[config.mk]
export PLATFORM = sky130hd
export DESIGN_NAME = sgio_gpio
export DESIGN_NICKNAME = d
export VERILOG_FILES = /design/src/verilog/sgio_pkg.sv /design/src/verilog/sgio_pin_cell.sv /design/src/verilog/sgio_gpio.sv
export VERILOG_INCLUDE_DIRS = /design/src /design/src/verilog
export SDC_FILE = /design/constraint.sdc
export NUM_CORES = 1
export LEC_CHECK = 0
export BUFFER_PORTS_ARGS = -buffer_cell sky130_fd_sc_hd__buf_4
export CELL_PAD_IN_SITES_DETAIL_PLACEMENT = 0
export CELL_PAD_IN_SITES_GLOBAL_PLACEMENT = 1
export CORE_MARGIN = 10
export CORE_UTILIZATION = 37
export CTS_CLUSTER_DIAMETER = 80
export DETAILED_ROUTE_END_ITERATION = 10
export PLACE_DENSITY_LB_ADDON = 0.1
export SYNTH_ARGS = -nofsm -noshare
export SYNTH_HDL_FRONTEND = slang
export SYNTH_HIERARCHICAL = 1
export SYNTH_SLANG_ARGS = --single-unit
[constraint.sdc]
create_clock -name mclk_i -period 1.5 [get_ports mclk_i]
set_input_delay 0.075 -clock mclk_i [delete_from_list [all_inputs] [get_ports mclk_i]]
set_output_delay 0.075 -clock mclk_i [all_outputs]
set_load 0.01 [all_outputs]
[src/verilog/sgio_defs.svh]
`ifndef SGIO_DEFS_SVH
`define SGIO_DEFS_SVH
// Overview of operation
// RL1 - Eleven pins are each set on their own as input, output or alternate function.
// RL2 - Pins 0, 1, 9 and 10 output the port 2, 4, 3 and 5 resets, and pin 7 the event output.
// RL3 - Pins 2, 3 and 4 are input alternates that carry the interrupts of expanders 0, 1 and 2.
// RL4 - Function, direction and data registers sit in the upstream port's configuration space.
// RL5 - Each pin owns one bit position in each of the three registers.
// RL6 - Function 1 is alternate; otherwise direction 1 is output and direction 0 is input.
// RL7 - After reset every pin is a general purpose input.
// RL8 - Pin inputs are synchronised and sampled no more often than once per 128 ns.
// RL9 - A pin in general purpose mode holds its unused alternate function inactive.
// RL10 - In input mode the sampled pin level is captured into the pin's data bit.
// RL11 - Reading the data register returns the real pin level in every mode.
// RL12 - In output mode the pin is driven with the pin's data value.
// RL13 - Data writes load a latch that output pins drive, while reads return the pin level.

`define SGIO_NUM_PINS 11
`define SGIO_CFG_WIDTH 32

// Register selects of the configuration access port
`define SGIO_SEL_FUNC 2'h0
`define SGIO_SEL_DIR 2'h1
`define SGIO_SEL_DATA 2'h2

// Alternate function layout: bits 0,1,7,9,10 drive out, bits 2,3,4 come in
`define SGIO_ALT_OUT_MASK 11'h683
`define SGIO_ALT_IN_MASK 11'h01c
`define SGIO_PIN_PORT2_RST 0
`define SGIO_PIN_PORT4_RST 1
`define SGIO_PIN_EXP0_IRQ 2
`define SGIO_PIN_EXP1_IRQ 3
`define SGIO_PIN_EXP2_IRQ 4
`define SGIO_PIN_EVENT 7
`define SGIO_PIN_PORT3_RST 9
`define SGIO_PIN_PORT5_RST 10

// Reset values
`define SGIO_FUNC_RST 11'h000
`define SGIO_DIR_RST 11'h000
`define SGIO_LATCH_RST 11'h000
`define SGIO_DATA_RST 11'h000
`define SGIO_SYNC_RST 1'b1
`define SGIO_IRQ_INACTIVE 1'b1

// Timing
`define SGIO_CLK_PERIOD_NS 50
`define SGIO_SAMPLE_MIN_NS 128
`define SGIO_SAMPLE_CYC ((`SGIO_SAMPLE_MIN_NS + `SGIO_CLK_PERIOD_NS - 1) / `SGIO_CLK_PERIOD_NS)
`endif

[src/verilog/sgio_pkg.sv]
`include "sgio_defs.svh"
package sgio_pkg;
   typedef enum logic [2:0]
   {
      SGIO_MODE_IN = 3'h1,
      SGIO_MODE_OUT = 3'h2,
      SGIO_MODE_ALT = 3'h4
   } sgio_mode_t;

   typedef enum logic [1:0]
   {
      SGIO_REG_FUNC = `SGIO_SEL_FUNC,
      SGIO_REG_DIR = `SGIO_SEL_DIR,
      SGIO_REG_DATA = `SGIO_SEL_DATA
   } sgio_reg_sel_t;
endpackage

[src/verilog/sgio_pin_cell.sv]
`include "sgio_defs.svh"
module sgio_pin_cell
   import sgio_pkg::*;
#(
   parameter bit ALT_OUT = 1'b0,
   parameter bit ALT_IN = 1'b0
)
(
   input wire logic mclk_i,
   input wire logic rst_b_i,
   input wire logic func_i,
   input wire logic dir_i,
   input wire logic latch_i,
   input wire logic alt_out_i,
   input wire logic pad_in_i,
   output logic pad_out_o,
   output logic pad_oe_o,
   output logic level_o,
   output logic alt_in_o
);
   sgio_mode_t mode;
   logic sync1_r, sync1_nxt;
   logic sync2_r, sync2_nxt;
   logic out_r, out_nxt;
   logic oe_r, oe_nxt;
   logic alt_in_r, alt_in_nxt;

   always_comb
   begin
      // Function bit wins over direction
      if (func_i)
      begin
         mode = SGIO_MODE_ALT; // [RL6]
      end
      else if (dir_i)
      begin
         mode = SGIO_MODE_OUT; // [RL6]
      end
      else
      begin
         mode = SGIO_MODE_IN; // [RL6]
      end
      sync1_nxt = pad_in_i; // [RL8]
      sync2_nxt = sync1_r; // [RL8]
      out_nxt = 1'b0;
      oe_nxt = 1'b0;
      alt_in_nxt = `SGIO_IRQ_INACTIVE; // [RL9]
      case (mode)
         SGIO_MODE_IN:
         begin
            oe_nxt = 1'b0;
         end
         SGIO_MODE_OUT:
         begin
            out_nxt = latch_i; // [RL12] [RL13]
            oe_nxt = 1'b1; // [RL12]
         end
         SGIO_MODE_ALT:
         begin
            // Pins with no alternate simply float when set to alternate
            if (ALT_OUT)
            begin
               out_nxt = alt_out_i; // [RL2]
               oe_nxt = 1'b1; // [RL2]
            end
            if (ALT_IN)
            begin
               alt_in_nxt = sync2_r; // [RL3]
            end
         end
         default:
         begin
            oe_nxt = 1'b0;
         end
      endcase
   end

   always_ff @(posedge mclk_i)
   begin
      if (!rst_b_i)
      begin
         sync1_r <= `SGIO_SYNC_RST;
         sync2_r <= `SGIO_SYNC_RST;
         out_r <= 1'b0;
         oe_r <= 1'b0; // [RL7]
         alt_in_r <= `SGIO_IRQ_INACTIVE;
      end
      else
      begin
         sync1_r <= sync1_nxt;
         sync2_r <= sync2_nxt;
         out_r <= out_nxt;
         oe_r <= oe_nxt;
         alt_in_r <= alt_in_nxt;
      end
   end

   assign pad_out_o = out_r;
   assign pad_oe_o = oe_r;
   assign level_o = sync2_r;
   assign alt_in_o = alt_in_r;
endmodule // sgio_pin_cell

[src/verilog/sgio_gpio.sv]
`include "sgio_defs.svh"
module sgio_gpio
   import sgio_pkg::*;
#(
   parameter int NUM_PINS = `SGIO_NUM_PINS,
   parameter int SAMPLE_CYC = `SGIO_SAMPLE_CYC
)
(
   input wire logic mclk_i,
   input wire logic rst_b_i,
   // Configuration space access
   input wire logic cfg_wr_i,
   input wire logic cfg_rd_i,
   input wire logic [1:0] cfg_sel_i,
   input wire logic [`SGIO_CFG_WIDTH-1:0] cfg_wdata_i,
   input wire logic [3:0] cfg_be_i,
   output logic [`SGIO_CFG_WIDTH-1:0] cfg_rdata_o,
   output logic cfg_rvalid_o,
   // Register contents for the rest of the port
   output logic [NUM_PINS-1:0] pin_function_select_o,
   output logic [NUM_PINS-1:0] pin_direction_config_o,
   output logic [NUM_PINS-1:0] pin_data_value_o,
   // Pads
   input wire logic [NUM_PINS-1:0] gpio_in_i,
   output logic [NUM_PINS-1:0] gpio_out_o,
   output logic [NUM_PINS-1:0] gpio_oe_o,
   // Alternate function sources from the core, active low
   input wire logic port2_reset_out_n_i,
   input wire logic port3_reset_out_n_i,
   input wire logic port4_reset_out_n_i,
   input wire logic port5_reset_out_n_i,
   input wire logic general_event_out_n_i,
   // Alternate function sinks to the core, active low
   output logic expander0_irq_in_n_o,
   output logic expander1_irq_in_n_o,
   output logic expander2_irq_in_n_o
);
   localparam int CNT_W = (SAMPLE_CYC > 1) ? $clog2(SAMPLE_CYC) : 1;
   localparam logic [CNT_W-1:0] CNT_LAST = CNT_W'(SAMPLE_CYC - 1);
   localparam logic [NUM_PINS-1:0] ALT_OUT_MASK = NUM_PINS'(`SGIO_ALT_OUT_MASK);
   localparam logic [NUM_PINS-1:0] ALT_IN_MASK = NUM_PINS'(`SGIO_ALT_IN_MASK);

   logic [NUM_PINS-1:0] func_r, func_nxt;
   logic [NUM_PINS-1:0] dir_r, dir_nxt;
   logic [NUM_PINS-1:0] latch_r, latch_nxt;
   logic [NUM_PINS-1:0] data_r, data_nxt;
   logic [`SGIO_CFG_WIDTH-1:0] rdata_r, rdata_nxt;
   logic rvalid_r, rvalid_nxt;
   logic [CNT_W-1:0] cnt_r, cnt_nxt;
   logic sample_tick;
   logic [NUM_PINS-1:0] alt_out_vec;
   logic [NUM_PINS-1:0] level_vec;
   logic [NUM_PINS-1:0] alt_in_vec;
   sgio_reg_sel_t sel;

   // Each byte enable covers eight bits so a partial write leaves other lanes intact
   function automatic logic [NUM_PINS-1:0] merge_bits(
      input logic [NUM_PINS-1:0] old_v,
      input logic [`SGIO_CFG_WIDTH-1:0] new_v,
      input logic [3:0] be
   );
      logic [NUM_PINS-1:0] res;
      res = old_v;
      for (int i = 0; i < NUM_PINS; i++)
      begin
         if (be[i / 8])
         begin
            res[i] = new_v[i]; // [RL5]
         end
      end
      return res;
   endfunction

   always_comb
   begin
      alt_out_vec = '1;
      alt_out_vec[`SGIO_PIN_PORT2_RST] = port2_reset_out_n_i; // [RL2]
      alt_out_vec[`SGIO_PIN_PORT4_RST] = port4_reset_out_n_i; // [RL2]
      alt_out_vec[`SGIO_PIN_EVENT] = general_event_out_n_i; // [RL2]
      alt_out_vec[`SGIO_PIN_PORT3_RST] = port3_reset_out_n_i; // [RL2]
      alt_out_vec[`SGIO_PIN_PORT5_RST] = port5_reset_out_n_i; // [RL2]
   end

   // One cell per pin keeps each pin independent of the others
   for (genvar p = 0; p < NUM_PINS; p++)
   begin : g_pin
      sgio_pin_cell #(
         .ALT_OUT(ALT_OUT_MASK[p]),
         .ALT_IN(ALT_IN_MASK[p])
      ) u_cell (
         .mclk_i(mclk_i),
         .rst_b_i(rst_b_i),
         .func_i(func_r[p]),
         .dir_i(dir_r[p]),
         .latch_i(latch_r[p]),
         .alt_out_i(alt_out_vec[p]),
         .pad_in_i(gpio_in_i[p]),
         .pad_out_o(gpio_out_o[p]),
         .pad_oe_o(gpio_oe_o[p]),
         .level_o(level_vec[p]),
         .alt_in_o(alt_in_vec[p])
      ); // [RL1]
   end

   assign expander0_irq_in_n_o = alt_in_vec[`SGIO_PIN_EXP0_IRQ]; // [RL3]
   assign expander1_irq_in_n_o = alt_in_vec[`SGIO_PIN_EXP1_IRQ]; // [RL3]
   assign expander2_irq_in_n_o = alt_in_vec[`SGIO_PIN_EXP2_IRQ]; // [RL3]

   // Sample interval timer
   always_comb
   begin
      sample_tick = (cnt_r == CNT_LAST);
      if (sample_tick)
      begin
         cnt_nxt = '0; // [RL8]
      end
      else
      begin
         cnt_nxt = cnt_r + CNT_W'(1); // [RL8]
      end
   end

   always_ff @(posedge mclk_i)
   begin
      if (!rst_b_i)
      begin
         cnt_r <= '0;
      end
      else
      begin
         cnt_r <= cnt_nxt;
      end
   end

   // Register file
   always_comb
   begin
      sel = sgio_reg_sel_t'(cfg_sel_i);
      func_nxt = func_r;
      dir_nxt = dir_r;
      latch_nxt = latch_r;
      data_nxt = data_r;
      // Data bit follows the pin level in every mode, not only input mode
      if (sample_tick)
      begin
         data_nxt = level_vec; // [RL10] [RL11] [RL8]
      end
      if (cfg_wr_i)
      begin
         case (sel)
            SGIO_REG_FUNC:
            begin
               func_nxt = merge_bits(func_r, cfg_wdata_i, cfg_be_i); // [RL4]
            end
            SGIO_REG_DIR:
            begin
               dir_nxt = merge_bits(dir_r, cfg_wdata_i, cfg_be_i); // [RL4]
            end
            SGIO_REG_DATA:
            begin
               // Write goes to the drive latch; the readable bits stay the pin level
               latch_nxt = merge_bits(latch_r, cfg_wdata_i, cfg_be_i); // [RL13]
            end
            default:
            begin
               func_nxt = func_r;
            end
         endcase
      end
   end

   always_ff @(posedge mclk_i)
   begin
      if (!rst_b_i)
      begin
         func_r <= `SGIO_FUNC_RST; // [RL7]
         dir_r <= `SGIO_DIR_RST; // [RL7]
         latch_r <= `SGIO_LATCH_RST;
         data_r <= `SGIO_DATA_RST;
      end
      else
      begin
         func_r <= func_nxt;
         dir_r <= dir_nxt;
         latch_r <= latch_nxt;
         data_r <= data_nxt;
      end
   end

   // Read port, one cycle of latency; bits above the pins read zero
   always_comb
   begin
      rdata_nxt = '0;
      rvalid_nxt = cfg_rd_i;
      if (cfg_rd_i)
      begin
         case (sel)
            SGIO_REG_FUNC:
            begin
               rdata_nxt[NUM_PINS-1:0] = func_r; // [RL4]
            end
            SGIO_REG_DIR:
            begin
               rdata_nxt[NUM_PINS-1:0] = dir_r; // [RL4]
            end
            SGIO_REG_DATA:
            begin
               rdata_nxt[NUM_PINS-1:0] = data_r; // [RL11]
            end
            default:
            begin
               rdata_nxt = '0;
            end
         endcase
      end
   end

   always_ff @(posedge mclk_i)
   begin
      if (!rst_b_i)
      begin
         rdata_r <= '0;
         rvalid_r <= 1'b0;
      end
      else
      begin
         rdata_r <= rdata_nxt;
         rvalid_r <= rvalid_nxt;
      end
   end

   assign cfg_rdata_o = rdata_r;
   assign cfg_rvalid_o = rvalid_r;
   assign pin_function_select_o = func_r;
   assign pin_direction_config_o = dir_r;
   assign pin_data_value_o = data_r;
endmodule // sgio_gpio

# After elaboration in Yosys (flattened, before gate mapping)
# Index checks and enable logic that the tools add are counted.
totals:
  ff_bits: 126
  elab_cells: 144
  out_inout_bits: 91
  input_bits: 58
op_classes:
  n_mux: 39
  reduce_logical: 23
  bitwise: 1
  addsub: 1
  eq_ne: 22
ops:
  columns: ["cell", "n"]
  rows:
  - ["== test 3 x 2 -> 1 bit (second input constant)", 11]
  - ["2-to-1 mux 3 bit", 11]
  - ["case mux 11 bit (3 select lines)", 1]
  - ["== test 3 bit (second input constant)", 8]
  - ["2-to-1 mux 2 bit", 11]
  - ["AND reduction 2 bit", 10]
  - ["AND reduction 3 bit", 6]
  - ["OR reduction 2 bit", 6]
  - ["2-to-1 mux 1 bit", 11]
  - ["case mux 1 bit (2 select lines)", 5]
  - ["== test 2 bit (second input constant)", 2]
  - ["adder 2 x 1 -> 2 bit (second input constant)", 1]
  - ["== test 2 x 1 -> 1 bit (second input constant)", 1]
  - ["zero test 2 bit", 1]
  - ["inverter 1 bit", 1]

# Depth between registers and ports, before layout
# Gate-level depths: netlist of run 1.
depth:
  word_depth: 5
  mapped_depth: 5
  mapped_depth_nobuf: 4

# Cells and area by module
# Netlist of run 1, hierarchy kept.
by_module_without_submodules:
  columns: ["module", "area_each_um2", "seq_area_each_um2", "cells_per_inst", "n_inst"]
  rows:
  - ["sgio_gpio", 2483.6, 1161.1, 230, 1]
  - ["sgio_pin_cell (g_pin[0].u_cell ...)", 128.9, 80.1, 12, 5]
  - ["sgio_pin_cell (g_pin[2].u_cell ...)", 140.1, 100.1, 10, 3]
  - ["sgio_pin_cell (g_pin[5].u_cell ...)", 123.9, 80.1, 10, 3]

# Least setup slack after synthesis of run 1
# OpenSTA, ideal clock, no wires.
synth_timing:
  kind: "flip-flop to flip-flop"
  start: "register cnt_r[0]"
  end: "register data_r[1] (netlist: pin_data_value_o[1])"
  stages_incl_launch_ff: 6
  setup_ns: 0.116
  path_slack_ns: 0.412
  path_buffers: 1
  period_less_slack_ns: 1.088
  required_time_ns: 1.384
  arrival_ns: 0.972
  path_cell_list: "dfxtp_1 > inv_1 > ha_1 > buf_4 > mux2i_1 > nor2b_1"
synth_between:
  elab_chain_len: 1
synth_lines:
  columns: ["element", "line_no", "source"]
  rows:
  - ["start: declaration", "sgio_gpio.sv:49", "logic [CNT_W-1:0] cnt_r, cnt_nxt;"]
  - ["start signal: assignment", "sgio_gpio.sv:131", "cnt_r <= cnt_nxt;"]
  - ["== test 2 bit", "sgio_gpio.sv:112", "sample_tick = (cnt_r == CNT_LAST);"]
  - ["end signal: assignment", "sgio_gpio.sv:179", "data_r <= `SGIO_DATA_RST;"]
  - ["end signal: assignment", "sgio_gpio.sv:186", "data_r <= data_nxt;"]
  - ["end: declaration", "sgio_gpio.sv:46", "logic [NUM_PINS-1:0] data_r, data_nxt;"]
# Every way passes these cells.
# A chain may end at the register's enable or synchronous reset.

# Worst setup path after layout of run 1
layout_timing:
  start: "input cfg_rd_i"
  end: "register rdata_r[10] (netlist: cfg_rdata_o[10])"
layout_between:
  elab_chain_len: 1
layout_lines:
  columns: ["element", "line_no", "source"]
  rows:
  - ["start: declaration", "sgio_gpio.sv:13", "input wire logic cfg_rd_i,"]
  - ["AND reduction 2 bit (no line)", null, null]
  - ["end signal: assignment", "sgio_gpio.sv:227", "rdata_r <= rdata_nxt;"]
  - ["end: declaration", "sgio_gpio.sv:47", "logic [`SGIO_CFG_WIDTH-1:0] rdata_r, rdata_nxt;"]
# Every way passes these cells.

==> flow_metrics.py, run 1 <==
metrics = {
    "finish": {
        "syn2layout_area_growth_pct": 31.2,
        "final_layout_size_suffix_gt1_share_pct": 31.0,
        "design_area_um2": 5020,
        "final_nets": 517,
        "fillerInstances": 981,
        "final_cell_count_no_fill": 598,
        "final_util_pct": 49.3,
        "n_antenna_cell": 0,
        "final_common_cell": "buf_4",
        "final_cell_mix": "112 x buf_4, 105 x dfxtp_1, 55 x mux2i_1",
    },
    "timing": {
        "worstMarginPinSlew_ns": 0.628,
        "hold_viol_final": 0,
        "grt_setup_unrepaired": "no",
        "tns_ns": 0,
        "min_period_ns": 1.21,
        "fin_skew_ns": 0.0132,
        "setup_viol": 0,
        "fmax_ghz": 0.829,
        "relSlewSlack_pct": 58.1,
        "drv_slew": 0,
        "final.period_utilization_pct": 80.4,
        "hold_ws_ns": 0.0204,
    },
    "power_and_ir_drop": {
        "p_switching_uw": 1290,
        "irDropWorstVdd_mv": 0.401,
        "pwr-share-clk_pct": 32.8,
        "pwr-share-seq_pct": 56.1,
        "power.internal_uw": 4020,
        "p_per_area_nw_per_um2": 1060,
        "p_comb_share_pct": 11.1,
        "netSwitchingFraction_pct": 24.3,
        "p_leak_uw": 0.00229,
    },
    "clocking": {
        "clock_sink_count": 105,
        "clk_pin_slew_ns": 0.10,
        "clockRootBuffer": "clkbuf_8",
        "cts.htree.levels": 3,
        "cts_max_path_buffers": 2,
        "clk_latency_ns": 0.35,
        "cts_setup_buffers": 0,
        "post_cts_resized": 0,
        "cts_tree": "built",
        "numCtsBuffers": 9,
    },
    "setup_path": {
        "reg2regPathDepth": 5,
        "timing.rr.end": "pin_data_value_o[5]",
        "crit_arrival_ns": 1.49,
        "critical_path_required_ns": 1.78,
        "timing.rr.start": "cnt_r[0]",
        "crit_fanout": 11,
        "critical_path_class": "in -> reg",
        "crit_path_end_kind": "flip-flop",
        "worst-r2r-setup-slack_ns": 0.41,
        "startpoint_type": "input pin",
    },
    "yosys": {
        "netlist_area_um2": 3830,
        "yosys_warnings": 6,
        "synthCells": 333,
        "syn_area_per_cell_um2": 11.5,
    },
    "die": {
        "die_w_um": 122,
        "die_h_um": 122,
        "start_util_pct": 37.6,
        "core_area_um2": 10200,
        "die_area_um2": 14800,
        "row_count": 37,
        "ioPinCount": 149,
    },
    "place": {
        "portBuffers": 104,
        "dp.cells": 566,
        "dp_hpwl_mm": 6.53,
        "place.gp.congestion": 0.740,
        "dpl_cell_area_um2": 4650,
    },
    "global_routing": {
        "grt-busiest-layer": "met2",
        "use_met2_pct": 18.8,
        "overflow": 0,
        "grt_pass1_vias": 2607,
        "grt_antenna_before_repair": 0,
        "grt_util_met1_pct": 15.3,
        "track_usage_pct": 12.0,
        "grt_use_met3_pct": 3.24,
        "grt_max_degree": 55,
        "grt_pass1_wl_mm": 14.2,
    },
    "hold_path": {
        "hp-start": "cfg_wdata_i[4]",
        "hold_depth": 3,
        "holdCritPathClass": "in -> reg",
        "min_to": "pin_direction_config_o[4]",
    },
    "job": {
        "maxCapViolations": 0,
    },
    "routing": {
        "wirelength_mm": 9.04,
        "num_vias": 2621,
        "drc": 0,
        "drt_iter0_markers": 126,
        "detail_route.wl_per_cell_um": 15.1,
        "viasPerCell": 4.38,
        "firstDrtPassIters": 6,
        "antenna_left": 0,
    },
    "run_status": {
        "status": "complete, no violations",
    },
}
==> power by group through the flow <==
stage / logic, uW / clock network, uW / registers (uW)
floorplan: 322 / 0 / 3060
global placement: 555 / 0 / 3040
detailed placement: 564 / 0 / 3050
CTS: 600 / 1800 / 2980
global route: 651 / 1920 / 3000
finish: 589 / 1740 / 2980
==> repair_timing <==
action | CTS | global route
hold buffers | 17 | 0
endpoints found under the setup margin | 0 | 0
endpoints found under the hold margin | 17 | 0
==> area by class of cell <==
cell class,instances,area (um^2),share of cell area (%)
Sequential cell,105,2100,41.9
Multi-Input combinational cell,212,1540,30.6
Timing Repair Buffer,129,1010,20.1
Tap cell,136,170,3.39
Clock buffer,11,141,2.82
Clock inverter,4,53.8,1.07
Inverter,1,3.75,0.0748
==> through the flow <==
stage	setup WS, ns	total power (uW)
6_report	0.293	5310
5_1_grt	0.208	5570
2_1_floorplan	0.412	3380
3_3_place_gp	0.255	3600
4_1_cts	0.271	5390
3_5_place_dp	0.234	3610
==> sequential cells by signal, summed over array words and instances, names as in the netlist <==
register,cells
pin_function_select_o,11
g_pin.u_cell/sync1_r,11
g_pin.u_cell/alt_in_o,3
latch_r,11
g_pin.u_cell/pad_out_o,11
pin_direction_config_o,11
cfg_rvalid_o,1
cfg_rdata_o,11
pin_data_value_o,11
g_pin.u_cell/level_o,11
g_pin.u_cell/pad_oe_o,11
cnt_r,2
==> worst max path at each step <==
| stage | slack, ns | to | start |
|---|---|---|---|
| CTS | 0.27 | cfg_rdata_o[10] | cfg_rd_i |
| global placement | 0.26 | cfg_rdata_o[10] | cfg_sel_i[0] |
| global route | 0.21 | cfg_rdata_o[10] | cfg_rd_i |
| detailed placement | 0.23 | cfg_rdata_o[10] | cfg_sel_i[0] |
| floorplan | 0.41 | pin_data_value_o[1] | cnt_r[0] |
| finish | 0.29 | cfg_rdata_o[10] | cfg_rd_i |
==> routing by layer <==
metal / share of wire (%) / vias to the layer above
met5: 0 / -
met3: 5.3 / 5
met4: 1.1 / 0
met2: 47 / 73
li1: - / 1340
met1: 47 / 1203
==> critical path, stage by stage <==
cell and delay [ns]:
dlygate4sd3_1 0.52, buf_4 0.11, and4b_1 0.60, o2bb2ai_1 0.17
(Power assumes the default switching activity.)
==> inputs of run 2 (changes only) <==
CORE_UTILIZATION = 33   (was 37)
clock period = 1.1 ns   (was 1.5 ns; I/O delays follow)
==> run 2 against run 1 <==
  * Critical path type is now reg -> reg
  * Power grew 58%
  * Flip-flop and latch count is the same
  * Via count up 1.8%
  * Sequential power up 37%
  * Final area increased by 5.5%
  * First-iteration DRC count down 10%
==> flow_metrics.py, run 2 (same netlist as run 1, synthesis figures left out) <==
metrics = {
    "die": {
        "die_area_um2": 16300,
        "row_count": 39,
        "die_h_um": 128,
        "ioPinCount": 149,
        "die_w_um": 128,
        "start_util_pct": 33.7,
        "core_area_um2": 11400,
    },
    "timing": {
        "final.period_utilization_pct": 94.2,
        "tns_ns": 0,
        "grt_setup_unrepaired": "yes",
        "fin_skew_ns": 0.00741,
        "setup_viol": 0,
        "fin_ws_ns": 0.0639,
        "drv_slew": 0,
        "hold_viol_final": 0,
        "min_period_ns": 1.04,
        "fmax_ghz": 0.965,
    },
    "finish": {
        "fillerInstances": 1088,
        "final_layout_size_suffix_gt1_share_pct": 32.8,
        "final_cell_mix": "111 x buf_4, 104 x dfxtp_1, 55 x mux2i_1",
        "final_cell_count_no_fill": 612,
        "n_antenna_cell": 0,
        "final_util_pct": 46.6,
        "syn2layout_area_growth_pct": 38.4,
        "final_common_cell": "buf_4",
        "final_nets": 523,
    },
    "setup_path": {
        "critPathBufInv": 1,
        "critical_path_required_ns": 1.33,
        "crit_arrival_ns": 1.27,
        "crit_slowest_cell": "dfxtp_1",
        "critical_path_class": "reg -> reg",
        "crit_fanout": 5,
        "slowest_delay_ns": 0.36,
        "path_cells": "ha_4 -> clkbuf_16 -> mux2i_1 -> nor2b_1",
        "startpoint_type": "flip-flop",
        "crit_path_end_kind": "flip-flop",
        "worst-r2r-setup-slack_ns": 0.06,
        "crit_family": "flip-flops",
    },
    "global_routing": {
        "grt_max_degree": 60,
        "track_usage_pct": 11.1,
        "grt_pass1_vias": 2661,
        "overflow": 0,
        "grt_antenna_before_repair": 0,
        "grt_pass1_wl_mm": 14.6,
    },
    "place": {
        "dp_hpwl_mm": 6.72,
        "place.gp.congestion": 0.681,
        "portBuffers": 104,
        "dp.cells": 577,
        "place_ws_ns": 0.0205,
    },
    "power_and_ir_drop": {
        "irDropWorstVdd_mv": 0.680,
        "p_leak_uw": 0.00242,
        "p_per_area_nw_per_um2": 1580,
    },
    "clocking": {
        "numCtsBuffers": 9,
        "cts.htree.levels": 3,
        "cts_max_path_buffers": 2,
        "clockRootBuffer": "clkbuf_16",
        "clk_pin_slew_ns": 0.07,
        "cts_tree": "built",
        "clock_sink_count": 105,
        "clk_latency_ns": 0.34,
    },
    "routing": {
        "num_vias": 2669,
        "wirelength_mm": 9.46,
        "antenna_left": 0,
        "drc": 0,
        "drt_iter0_markers": 113,
        "firstDrtPassIters": 4,
        "detail_route.wl_per_cell_um": 15.5,
        "viasPerCell": 4.36,
    },
    "job": {
        "maxCapViolations": 0,
    },
    "run_status": {
        "status": "complete, no violations",
    },
    "hold_path": {
        "holdCritPathClass": "in -> reg",
    },
}
-- run 2: cell count changes in the layout (fill, tap and decap cells not counted), moves of 2 or more --
cell | before | now
buf_12 | 0 | 3
clkbuf_16 | 0 | 10
inv_6 | 0 | 3
clkinvlp_4 | 2 | 0
clkbuf_8 | 10 | 2
-- run 2: worst register-to-register path, cell delays in order, from the launching register on --
cell and delay (ns):
dfxtp_1 0.36, ha_4 0.18, clkbuf_16 0.15, mux2i_1 0.18, nor2b_1 0.06
-- run 2: final cells by class --
cell class / count / area [um^2] / share of cell area (%)
inverters: 1 / 3.75 / 0.0709
repair buffers: 135 / 1140 / 21.5
well taps: 143 / 179 / 3.38
flip-flops and latches: 105 / 2100 / 39.7
multi-input cells: 212 / 1550 / 29.3
clock buffers: 11 / 253 / 4.77
clock inverters: 5 / 67.6 / 1.28
-- run 2: layer usage --
metal  GRT usage, %  vias up  wire length (um)
met3           3.56        8               512
met5              0        -                 0
met2           18.0       73              4510
li1               -     1353                 -
met4           3.58        0               106
met1           13.7     1235              4340
-- run 2: timing repair --
item,CTS,global route
hold buffers,18,0
hold endpoints to repair,18,0
gates resized for setup,0,7
setup buffers,0,0
endpoints found under the setup margin,0,26
-- run 2: path summary, 6_finish.rpt --
kind,startpoint,end,cells after the start
max,cnt_r[1],pin_data_value_o[6],4
min,cfg_wdata_i[3],pin_direction_config_o[3],3
min reg2reg,cnt_r[0],cnt_r[0],1
max reg2reg,cnt_r[1],pin_data_value_o[6],4
-- run 2: where the power goes --
group          internal [uW]  leakage (uW)  switching (uW)  total, uW
sequential              3960      0.000855             116       4070
combinational            509       0.00140             411        920
clock                   1930      0.000159            1460       3390
total                   6400       0.00242            1990       8380
-- run 2: stage by stage --
stage / hold WS, ns / power, uW / area, um^2
2_1_floorplan: 0.128 / 4610 / 3900
3_3_place_gp: 0.236 / 4970 / 4740
3_5_place_dp: 0.241 / 4980 / 4740
4_1_cts: 0.0151 / 8440 / 5240
5_1_grt: 0.0158 / 8760 / 5300
6_report: 0.00289 / 8380 / 5300
